### src/lsr_pkg.sv
// package: constants and carrier types for the load switch reset sequencer
package lsr_pkg;
    localparam int unsigned CLK_HZ = 50000000;
    localparam int unsigned OFF_DELAY_US = 900000;       // switch_off_delay, delayed
    localparam int unsigned OFF_FAST_US = 600;           // switch_off_delay, zero-second
    localparam int unsigned ON_DELAY_US = 38000;         // button_turn_on_delay
    localparam int unsigned ON_FAST_US = 4000;           // button_turn_on_delay, test mode
    localparam int unsigned LONG_PRESS_US = 11500000;    // long_press_delay
    localparam int unsigned LONG_FAST_US = 1000;         // long_press_delay, test mode
    localparam int unsigned LOCKOUT_US = 400000;         // post_reset_lockout
    localparam int unsigned CYC_PER_US = CLK_HZ / 1000000;
    localparam int unsigned OFF_DELAY_CYC = OFF_DELAY_US * CYC_PER_US;
    localparam int unsigned OFF_FAST_CYC = OFF_FAST_US * CYC_PER_US;
    localparam int unsigned ON_DELAY_CYC = ON_DELAY_US * CYC_PER_US;
    localparam int unsigned ON_FAST_CYC = ON_FAST_US * CYC_PER_US;
    localparam int unsigned LONG_PRESS_CYC = LONG_PRESS_US * CYC_PER_US;
    localparam int unsigned LONG_FAST_CYC = LONG_FAST_US * CYC_PER_US;
    localparam int unsigned LOCKOUT_CYC = LOCKOUT_US * CYC_PER_US;
    localparam int unsigned TMR_W = 30;
    // input and switch state after power-on reset
    localparam logic RST_BUTTON_N = 1'b1;
    localparam logic RST_DELAY_SEL = 1'b1;
    localparam logic RST_WAKE = 1'b0;
    localparam logic RST_SHUTDOWN = 1'b1;
    localparam logic RST_SWITCH_ON = 1'b1;

    typedef struct packed {
        logic power_button_n;
        logic wake_request;
        logic shutdown_request;
        logic delay_select;
    } lsr_inputs_t;

    typedef enum logic [2:0] {
        ST_ON_IDLE,
        ST_OFF_WAIT,
        ST_LONG_PRESS,
        ST_LOCKOUT,
        ST_OFF_IDLE,
        ST_ON_WAIT
    } lsr_state_t;
endpackage : lsr_pkg

### src/lsr_sync.sv
// two-stage synchroniser for the input pins, with reset value per bit
`timescale 1ns/1ps
module lsr_sync #(
    parameter int WIDTH = 4,
    parameter logic [WIDTH-1:0] INIT = '0
) (
    input wire logic clk, // system clock
    input wire logic reset, // synchronous reset
    input wire logic [WIDTH-1:0] d, // raw pins
    output logic [WIDTH-1:0] q // synchronised pins
);
    logic [WIDTH-1:0] meta_r;
    logic [WIDTH-1:0] q_r;

    initial begin
        if (WIDTH < 1) $error("lsr_sync: WIDTH must be positive");
    end

    always_ff @(posedge clk) begin
        if (reset) begin
            meta_r <= INIT;
            q_r <= INIT;
        end else begin
            meta_r <= d;
            q_r <= meta_r;
        end
    end

    assign q = q_r;
endmodule : lsr_sync

### src/lsr_sequencer.sv
// load switch on/off and long-press reset sequencer
`timescale 1ns/1ps
// Operation
// - delay high: shutdown falling edge, 900 ms off
// - higher request aborts delayed turn-off
// - delay low: shutdown edge, 0.6 ms off
// - off: wake high or 38 ms press
// - turning on disables reset until release
// - button release re-arms reset, clears counter
// - on, held 11.5 s: switch off
// - after long-press off, 400 ms lock-out
// - after reset, wait for button release
// - early release clears counter, stays on
// - power-on reset ends with switch on
// - reset input state 1,1,0,1, on
// - delay low before press: 4 ms on
// - delay low before press: 1 ms off
// - test mode lock-out stays 400 ms
// - priority: button, wake, shutdown
// - shutdown low at reset counts as edge
module lsr_sequencer
    import lsr_pkg::*;
#(
    parameter int unsigned OFF_DELAY = lsr_pkg::OFF_DELAY_CYC,
    parameter int unsigned OFF_FAST = lsr_pkg::OFF_FAST_CYC,
    parameter int unsigned ON_DELAY = lsr_pkg::ON_DELAY_CYC,
    parameter int unsigned ON_FAST = lsr_pkg::ON_FAST_CYC,
    parameter int unsigned LONG_PRESS = lsr_pkg::LONG_PRESS_CYC,
    parameter int unsigned LONG_FAST = lsr_pkg::LONG_FAST_CYC,
    parameter int unsigned LOCKOUT = lsr_pkg::LOCKOUT_CYC
) (
    input wire logic clk, // 50 MHz system clock
    input wire logic reset, // power-on reset, synchronous, active high
    input wire lsr_pkg::lsr_inputs_t pins, // raw input pins
    output logic switch_on, // load switch command, 1 = closed
    output logic lockout_active // high during post-reset lock-out
);
    import lsr_pkg::*;

    // ------------------------------------------------------------
    // elaboration checks
    // ------------------------------------------------------------
    initial begin
        if (OFF_DELAY < 1 || OFF_FAST < 1 || ON_DELAY < 1 || ON_FAST < 1)
            $error("lsr_sequencer: delays must be at least one cycle");
        if (LONG_PRESS < 1 || LONG_FAST < 1 || LOCKOUT < 1)
            $error("lsr_sequencer: delays must be at least one cycle");
        if (LONG_PRESS >= (1 << TMR_W) || OFF_DELAY >= (1 << TMR_W) || LOCKOUT >= (1 << TMR_W))
            $error("lsr_sequencer: delay exceeds timer width");
        if (ON_DELAY >= (1 << TMR_W) || ON_FAST >= (1 << TMR_W))
            $error("lsr_sequencer: delay exceeds timer width");
        if (OFF_FAST >= (1 << TMR_W) || LONG_FAST >= (1 << TMR_W))
            $error("lsr_sequencer: delay exceeds timer width");
    end

    // ------------------------------------------------------------
    // input synchronisation
    // ------------------------------------------------------------
    localparam logic [3:0] SYNC_INIT = {RST_BUTTON_N, RST_WAKE, RST_SHUTDOWN, RST_DELAY_SEL};

    logic [3:0] sync_q;
    lsr_inputs_t in_s;

    lsr_sync #(.WIDTH(4), .INIT(SYNC_INIT)) u_sync (
        .clk(clk),
        .reset(reset),
        .d(pins),
        .q(sync_q)
    );
    assign in_s = lsr_inputs_t'(sync_q);

    // ------------------------------------------------------------
    // stored pin state and edge detection
    // ------------------------------------------------------------
    lsr_inputs_t prev_r;
    lsr_state_t state_r;
    lsr_state_t state_nxt;
    logic [TMR_W-1:0] tmr_r;
    logic [TMR_W-1:0] tmr_nxt;
    logic [TMR_W-1:0] target_r;
    logic [TMR_W-1:0] target_nxt;
    logic armed_r;
    logic armed_nxt;
    logic need_release_r;
    logic need_release_nxt;
    logic switch_on_r;
    logic switch_on_nxt;
    logic lockout_r;
    logic lockout_nxt;

    // stored shutdown resets high, so a low pin at release reads as an edge
    wire button_fall = prev_r.power_button_n & ~in_s.power_button_n;
    wire button_low = ~in_s.power_button_n;
    wire button_rise = ~prev_r.power_button_n & in_s.power_button_n;
    wire wake_rise = ~prev_r.wake_request & in_s.wake_request;
    wire shut_fall = prev_r.shutdown_request & ~in_s.shutdown_request;
    // select sampled before the press: previous-cycle value
    wire sel_low_before = ~prev_r.delay_select;
    wire tmr_done = (tmr_r + 30'h1) >= target_r;

    function automatic logic [TMR_W-1:0] cyc(input int unsigned n);
        cyc = n[TMR_W-1:0];
    endfunction : cyc

    // picks the short or the normal count; the lock-out has no short form
    function automatic logic [TMR_W-1:0] pick(input logic short_sel, input int unsigned short_n,
            input int unsigned long_n);
        pick = short_sel ? cyc(short_n) : cyc(long_n);
    endfunction : pick

    // ------------------------------------------------------------
    // delay selection
    // ------------------------------------------------------------
    wire [TMR_W-1:0] press_target = pick(sel_low_before, LONG_FAST, LONG_PRESS);
    wire [TMR_W-1:0] turn_on_target = pick(sel_low_before, ON_FAST, ON_DELAY);
    wire [TMR_W-1:0] turn_off_target = pick(~in_s.delay_select, OFF_FAST, OFF_DELAY);
    wire [TMR_W-1:0] lockout_target = cyc(LOCKOUT);
    // an armed press outranks every other request
    wire press_start = button_fall & armed_r;

    // ------------------------------------------------------------
    // sequencing
    // ------------------------------------------------------------
    always_comb begin
        state_nxt = state_r;
        tmr_nxt = tmr_r + 30'h1;
        target_nxt = target_r;
        armed_nxt = armed_r;
        need_release_nxt = need_release_r;
        switch_on_nxt = switch_on_r;
        lockout_nxt = 1'b0;
        // release re-arms the press timer
        if (button_rise) begin
            armed_nxt = 1'b1;
        end
        unique case (state_r)
            ST_ON_IDLE: begin
                tmr_nxt = '0;
                if (press_start) begin
                    state_nxt = ST_LONG_PRESS;
                    target_nxt = press_target;
                end else if (wake_rise) begin
                    // already on: served, nothing to do
                    state_nxt = ST_ON_IDLE;
                end else if (shut_fall) begin
                    state_nxt = ST_OFF_WAIT;
                    // the 1 ms minimum low is the controller's duty; a rise aborts
                    target_nxt = turn_off_target;
                end
            end
            ST_OFF_WAIT: begin
                if (button_fall || wake_rise) begin
                    state_nxt = ST_ON_IDLE;
                    tmr_nxt = '0;
                    if (press_start) begin
                        state_nxt = ST_LONG_PRESS;
                        target_nxt = press_target;
                    end
                end else if (in_s.shutdown_request) begin
                    state_nxt = ST_ON_IDLE;
                    tmr_nxt = '0;
                end else if (tmr_done) begin
                    state_nxt = ST_OFF_IDLE;
                    switch_on_nxt = 1'b0;
                    tmr_nxt = '0;
                end
            end
            ST_LONG_PRESS: begin
                if (!button_low) begin
                    state_nxt = ST_ON_IDLE;
                    tmr_nxt = '0;
                end else if (tmr_done) begin
                    state_nxt = ST_LOCKOUT;
                    switch_on_nxt = 1'b0;
                    target_nxt = lockout_target;
                    // flag rises with the switch opening, so it stands the full count
                    lockout_nxt = 1'b1;
                    need_release_nxt = 1'b1;
                    armed_nxt = 1'b0;
                    tmr_nxt = '0;
                end
            end
            ST_LOCKOUT: begin
                lockout_nxt = 1'b1;
                if (tmr_done) begin
                    state_nxt = ST_OFF_IDLE;
                    lockout_nxt = 1'b0;
                    tmr_nxt = '0;
                end
            end
            ST_OFF_IDLE: begin
                tmr_nxt = '0;
                if (need_release_r) begin
                    // nothing accepted until the button is high again
                    if (in_s.power_button_n) need_release_nxt = 1'b0;
                end else if (button_low) begin
                    state_nxt = ST_ON_WAIT;
                    target_nxt = turn_on_target;
                end else if (in_s.wake_request) begin
                    state_nxt = ST_ON_IDLE;
                    switch_on_nxt = 1'b1;
                    armed_nxt = 1'b1;
                end
            end
            ST_ON_WAIT: begin
                if (!button_low) begin
                    state_nxt = ST_OFF_IDLE;
                    tmr_nxt = '0;
                    if (in_s.wake_request) begin
                        state_nxt = ST_ON_IDLE;
                        switch_on_nxt = 1'b1;
                        armed_nxt = 1'b1;
                    end
                end else if (tmr_done) begin
                    state_nxt = ST_ON_IDLE;
                    switch_on_nxt = 1'b1;
                    armed_nxt = 1'b0;
                    tmr_nxt = '0;
                end
            end
            default: begin
                state_nxt = ST_ON_IDLE;
                tmr_nxt = '0;
            end
        endcase
    end

    // ------------------------------------------------------------
    // state registers
    // ------------------------------------------------------------
    always_ff @(posedge clk) begin
        if (reset) begin
            state_r <= ST_ON_IDLE;
            prev_r <= '{RST_BUTTON_N, RST_WAKE, RST_SHUTDOWN, RST_DELAY_SEL};
            tmr_r <= '0;
            target_r <= '0;
            armed_r <= 1'b1;
            need_release_r <= 1'b0;
            switch_on_r <= RST_SWITCH_ON;
            lockout_r <= 1'b0;
        end else begin
            state_r <= state_nxt;
            prev_r <= in_s;
            tmr_r <= tmr_nxt;
            target_r <= target_nxt;
            armed_r <= armed_nxt;
            need_release_r <= need_release_nxt;
            switch_on_r <= switch_on_nxt;
            lockout_r <= lockout_nxt;
        end
    end

    // ------------------------------------------------------------
    // outputs
    // ------------------------------------------------------------
    assign switch_on = switch_on_r;
    assign lockout_active = lockout_r;
endmodule : lsr_sequencer

### config.mk
export PLATFORM = sky130hd
export DESIGN_NAME = lsr_sequencer
export DESIGN_NICKNAME = d
export VERILOG_FILES = /design/src/lsr_pkg.sv /design/src/lsr_sync.sv /design/src/lsr_sequencer.sv
export SDC_FILE = /design/constraint.sdc
export NUM_CORES = 1
export LEC_CHECK = 0
export ABC_AREA = 1
export BUFFER_PORTS_ARGS = -buffer_cell sky130_fd_sc_hd__buf_2
export CAP_MARGIN = 20
export CELL_PAD_IN_SITES_DETAIL_PLACEMENT = 0
export CELL_PAD_IN_SITES_GLOBAL_PLACEMENT = 1
export CORE_UTILIZATION = 46
export DETAILED_ROUTE_END_ITERATION = 8
export PLACE_DENSITY = 0.84
export SYNTH_ARGS = -nofsm -noshare
export SYNTH_HDL_FRONTEND = slang
export SYNTH_SLANG_ARGS = --single-unit
### constraint.sdc
create_clock -name clk -period 3.65 [get_ports clk]
set_clock_uncertainty 0.15 [all_clocks]
set_input_delay 0.365 -clock clk [delete_from_list [all_inputs] [get_ports clk]]
set_output_delay 0.365 -clock clk [all_outputs]
set_load 0.05 [all_outputs]
==> impl_metrics.csv <==
group,metric,value,unit
routing,routedWlPerCell,14.64,µm
place,port_buffers,7,
setup_path,crit_path_start_kind,"register",
timing,max_slew_margin,55.29,%
power_and_ir_drop,powerDensity,620.9,nW/µm²
yosys,netlist_top_cells_area,"dfxtp_1 (34%), nand2_1 (13%), nor2_1 (9.9%)",
routing,dr.pass1.iters,6,
timing,max_clock_freq,283.9,MHz
yosys,synth.top_cell.area_share,33.95,%
global_route,overflow,0,
clock_tree,clock_path_buffers,2,
setup_path,setup.worst_path.end_class,"register",
place,hpwl,7808,µm
layout,stdcell_count,742,
clock_tree,numCtsBuffers,9,
clock_tree,postCtsHoldBufs,0,
global_route,antenna_found_initial,0,
timing,hold_viol_final,0,
layout,seq_area,1424,µm²
timing,slew_violations,0,
routing,route.vias.total,3800,
yosys,synth_ff_type,"dfxtp_1",
setup_path,arrival,3650,ps
yosys,synth_cells,599,
clock_tree,htreeDepth,3,
routing,drt_iter0_markers,171,
yosys,synth_area_per_cell,6.891,µm²
global_route,grt_first_pass_wirelength,17350,µm
clock_tree,clk_latency,350,ps
yosys,syn-cell-area,4128,µm²
setup_path,crit_type,"register to register",
layout,drive_gt1_share,23.82,%
routing,route.detailed.drc,0,
clock_tree,cts.sinks,70,
yosys,synth_top_area_cell,"dfxtp_1",
yosys,yosys_warnings,0,
power_and_ir_drop,p_total,3.051,mW
floorplan,die_w,96.73,µm
place,gp_congestion,0.8984,
floorplan,start_util,47.33,%
timing,post-route-min-period,3523,ps
timing,tightestPinTransition,669.9,ps
floorplan,core,8721,µm²
setup_path,slowest_stage,"dfxtp_4",
setup_path,critical_path_required,3780,ps
job,cap_viol_max_count,0,
power_and_ir_drop,power_leakage,2.199,nW
clock_tree,cts_tree,"built",
setup_path,r2r_slack,130,ps
layout,n_fill_cell,809,
floorplan,die_h,96.73,µm
timing,period_share,96.51,%
layout,area_delta_synth_final,19.04,%
place,placedInstanceArea,4278,µm²
yosys,async_reset_ff_share,0,%
hold_path,hold_path.class,"input port to register",
floorplan,io_pins,8,
routing,avgViaCountPerCell,5.121,
layout,final_area,4913,µm²
global_route,grt_usage,23.01,%
timing,whs,43.37,ps
outcome,outcome,"complete, no violations",
yosys,synthTopCellsByCount,"nand2_1 (144), nor2_1 (109), dfxtp_1 (70), inv_1 (64), a21oi_1 (31)",
clock_tree,path_clk_slew,90,ps
floorplan,dieArea,9356,µm²
layout,antenna_cells,0,
yosys,synth_edf_count,0,
setup_path,critPathMaxFanout,5,
setup_path,cp_slowest_stage_delay,390,ps
power_and_ir_drop,ir_worst_vdd,0.0003480,V
floorplan,rows,34,
clock_tree,cts-root-buf,"clkbuf_8",
timing,setup-violations-final,0,
layout,nNetsFinal,659,
global_route,grt_max_degree,23,
yosys,synthesis.nets,629,
timing,rsz0062_at_grt,"true",
yosys,synth_seq_cells,70,
yosys,synth.distinct_cells,42,
place,placed_cells,707,
yosys,synth_most_common_cell,"nand2_1",
layout,multi_input_area,2592,µm²
yosys,yosysSeqAreaShare,33.95,%
routing,drt.antenna.violating_nets,0,
routing,routed_wl,10870,µm
global_route,grt_pass1_vias,3623,
## layout make-up
| type | instances | share of cell area [%] |
|---|---|---|
| clock buffers | 11 | 3.081 |
| flip-flops and latches | 70 | 28.98 |
| well taps | 108 | 2.750 |
| repair buffers | 30 | 5.526 |
| inverters | 74 | 5.755 |
| multi-input cells | 444 | 52.76 |
| clock inverters | 5 | 1.146 |
## state kept, by name (all words and copies together), names as in the netlist
name            count
armed_r             1
lockout_active      1
need_release_r      1
prev_r              4
state_r             3
switch_on           1
target_r           21
tmr_r              30
u_sync.meta_r       4
u_sync.q            4
## worst paths after layout
| path | start | end | cells after the start |
|---|---|---|---|
| setup / recovery | tmr_r[0] | target_r[15] | 25 |
| hold / removal | pins[3] | u_sync.meta_r[3] | 2 |
| setup reg to reg | tmr_r[0] | target_r[15] | 25 |
| hold reg to reg | u_sync.meta_r[2] | u_sync.q[2] | 2 |
## logic make-up (layout without fill, tap and decap cells)
group / Yosys count / count (layout) / share of synthesized area [%]
simple gates: 331 / 332 / 35.74
flops: 70 / 70 / 33.95
xor+xnor: 20 / 20 / 4.244
buf+inv: 86 / 120 / 8.730
compound gates: 68 / 68 / 10.06
fa+ha+maj: 24 / 24 / 7.275
## placed cells by master (no fill, tap or decap), drive strengths merged
master      n
nand2     162
nor2      119
inv        75
dfxtp      70
a21oi      39
buf        28
ha         24
o21ai      17
nand3      14
clkbuf     13
nand4      12
xnor2      11
nor3       11
xor2        9
or2         6
nand3b      2
o211ai      2
o31ai       2
a31oi       2
o22ai       2
clkinv      2
nor4        2
and3        2
a211oi      2
a21o        1
and2        1
o21a        1
nor3b       1
clkinvlp    1
bufinv      1
## worst max-delay path: cells and delay by family (launching register included)
family	cells	cell delay [ps]
AO/OA/AOI/OAI	1	190
XOR/XNOR	1	160
AND/OR/NAND/NOR	20	1950
adder cells (fa/ha/maj)	1	330
flip-flops	1	390
buffers and inverters	2	250
## power breakdown
part	internal, mW	switching [mW]	leakage [nW]
sequential	0.868	0.0695	0.577
clock	0.353	0.313	0.106
combinational	0.564	0.884	1.52
total	1.78	1.27	2.20
## per-layer routing
metal	routed length [µm]	global-route usage [%]	part of all wire [%]	vias up
met5	0	0	0	-
met4	237	7.577	2.2	0
met3	334	4.624	3.1	20
met2	5550	41.28	51	66
met1	4742	27.24	44	1765
li1	-	-	-	1949
## what timing repair did
item,4_1_cts,5_1_grt
pin swaps,0,29
setup endpoints to repair,9,57
cloned,0,3
resized for setup,2,63
setup buffers,0,16
hold endpoints to repair,0,0
## metrics by stage
step / util [%] / setup TNS [ps] / setup slack (ps)
final: 56.34 / 0 / 127.4
after global routing: 56.34 / -647.3 / -122.0
after CTS: 51.59 / 0 / 27.25
after detailed placement: 49.05 / -170.1 / -100.1
after global placement: 49.05 / 0 / 57.79
after floorplan: - / 0 / 549.9
No activity file was read; power rests on OpenSTA's default activity.
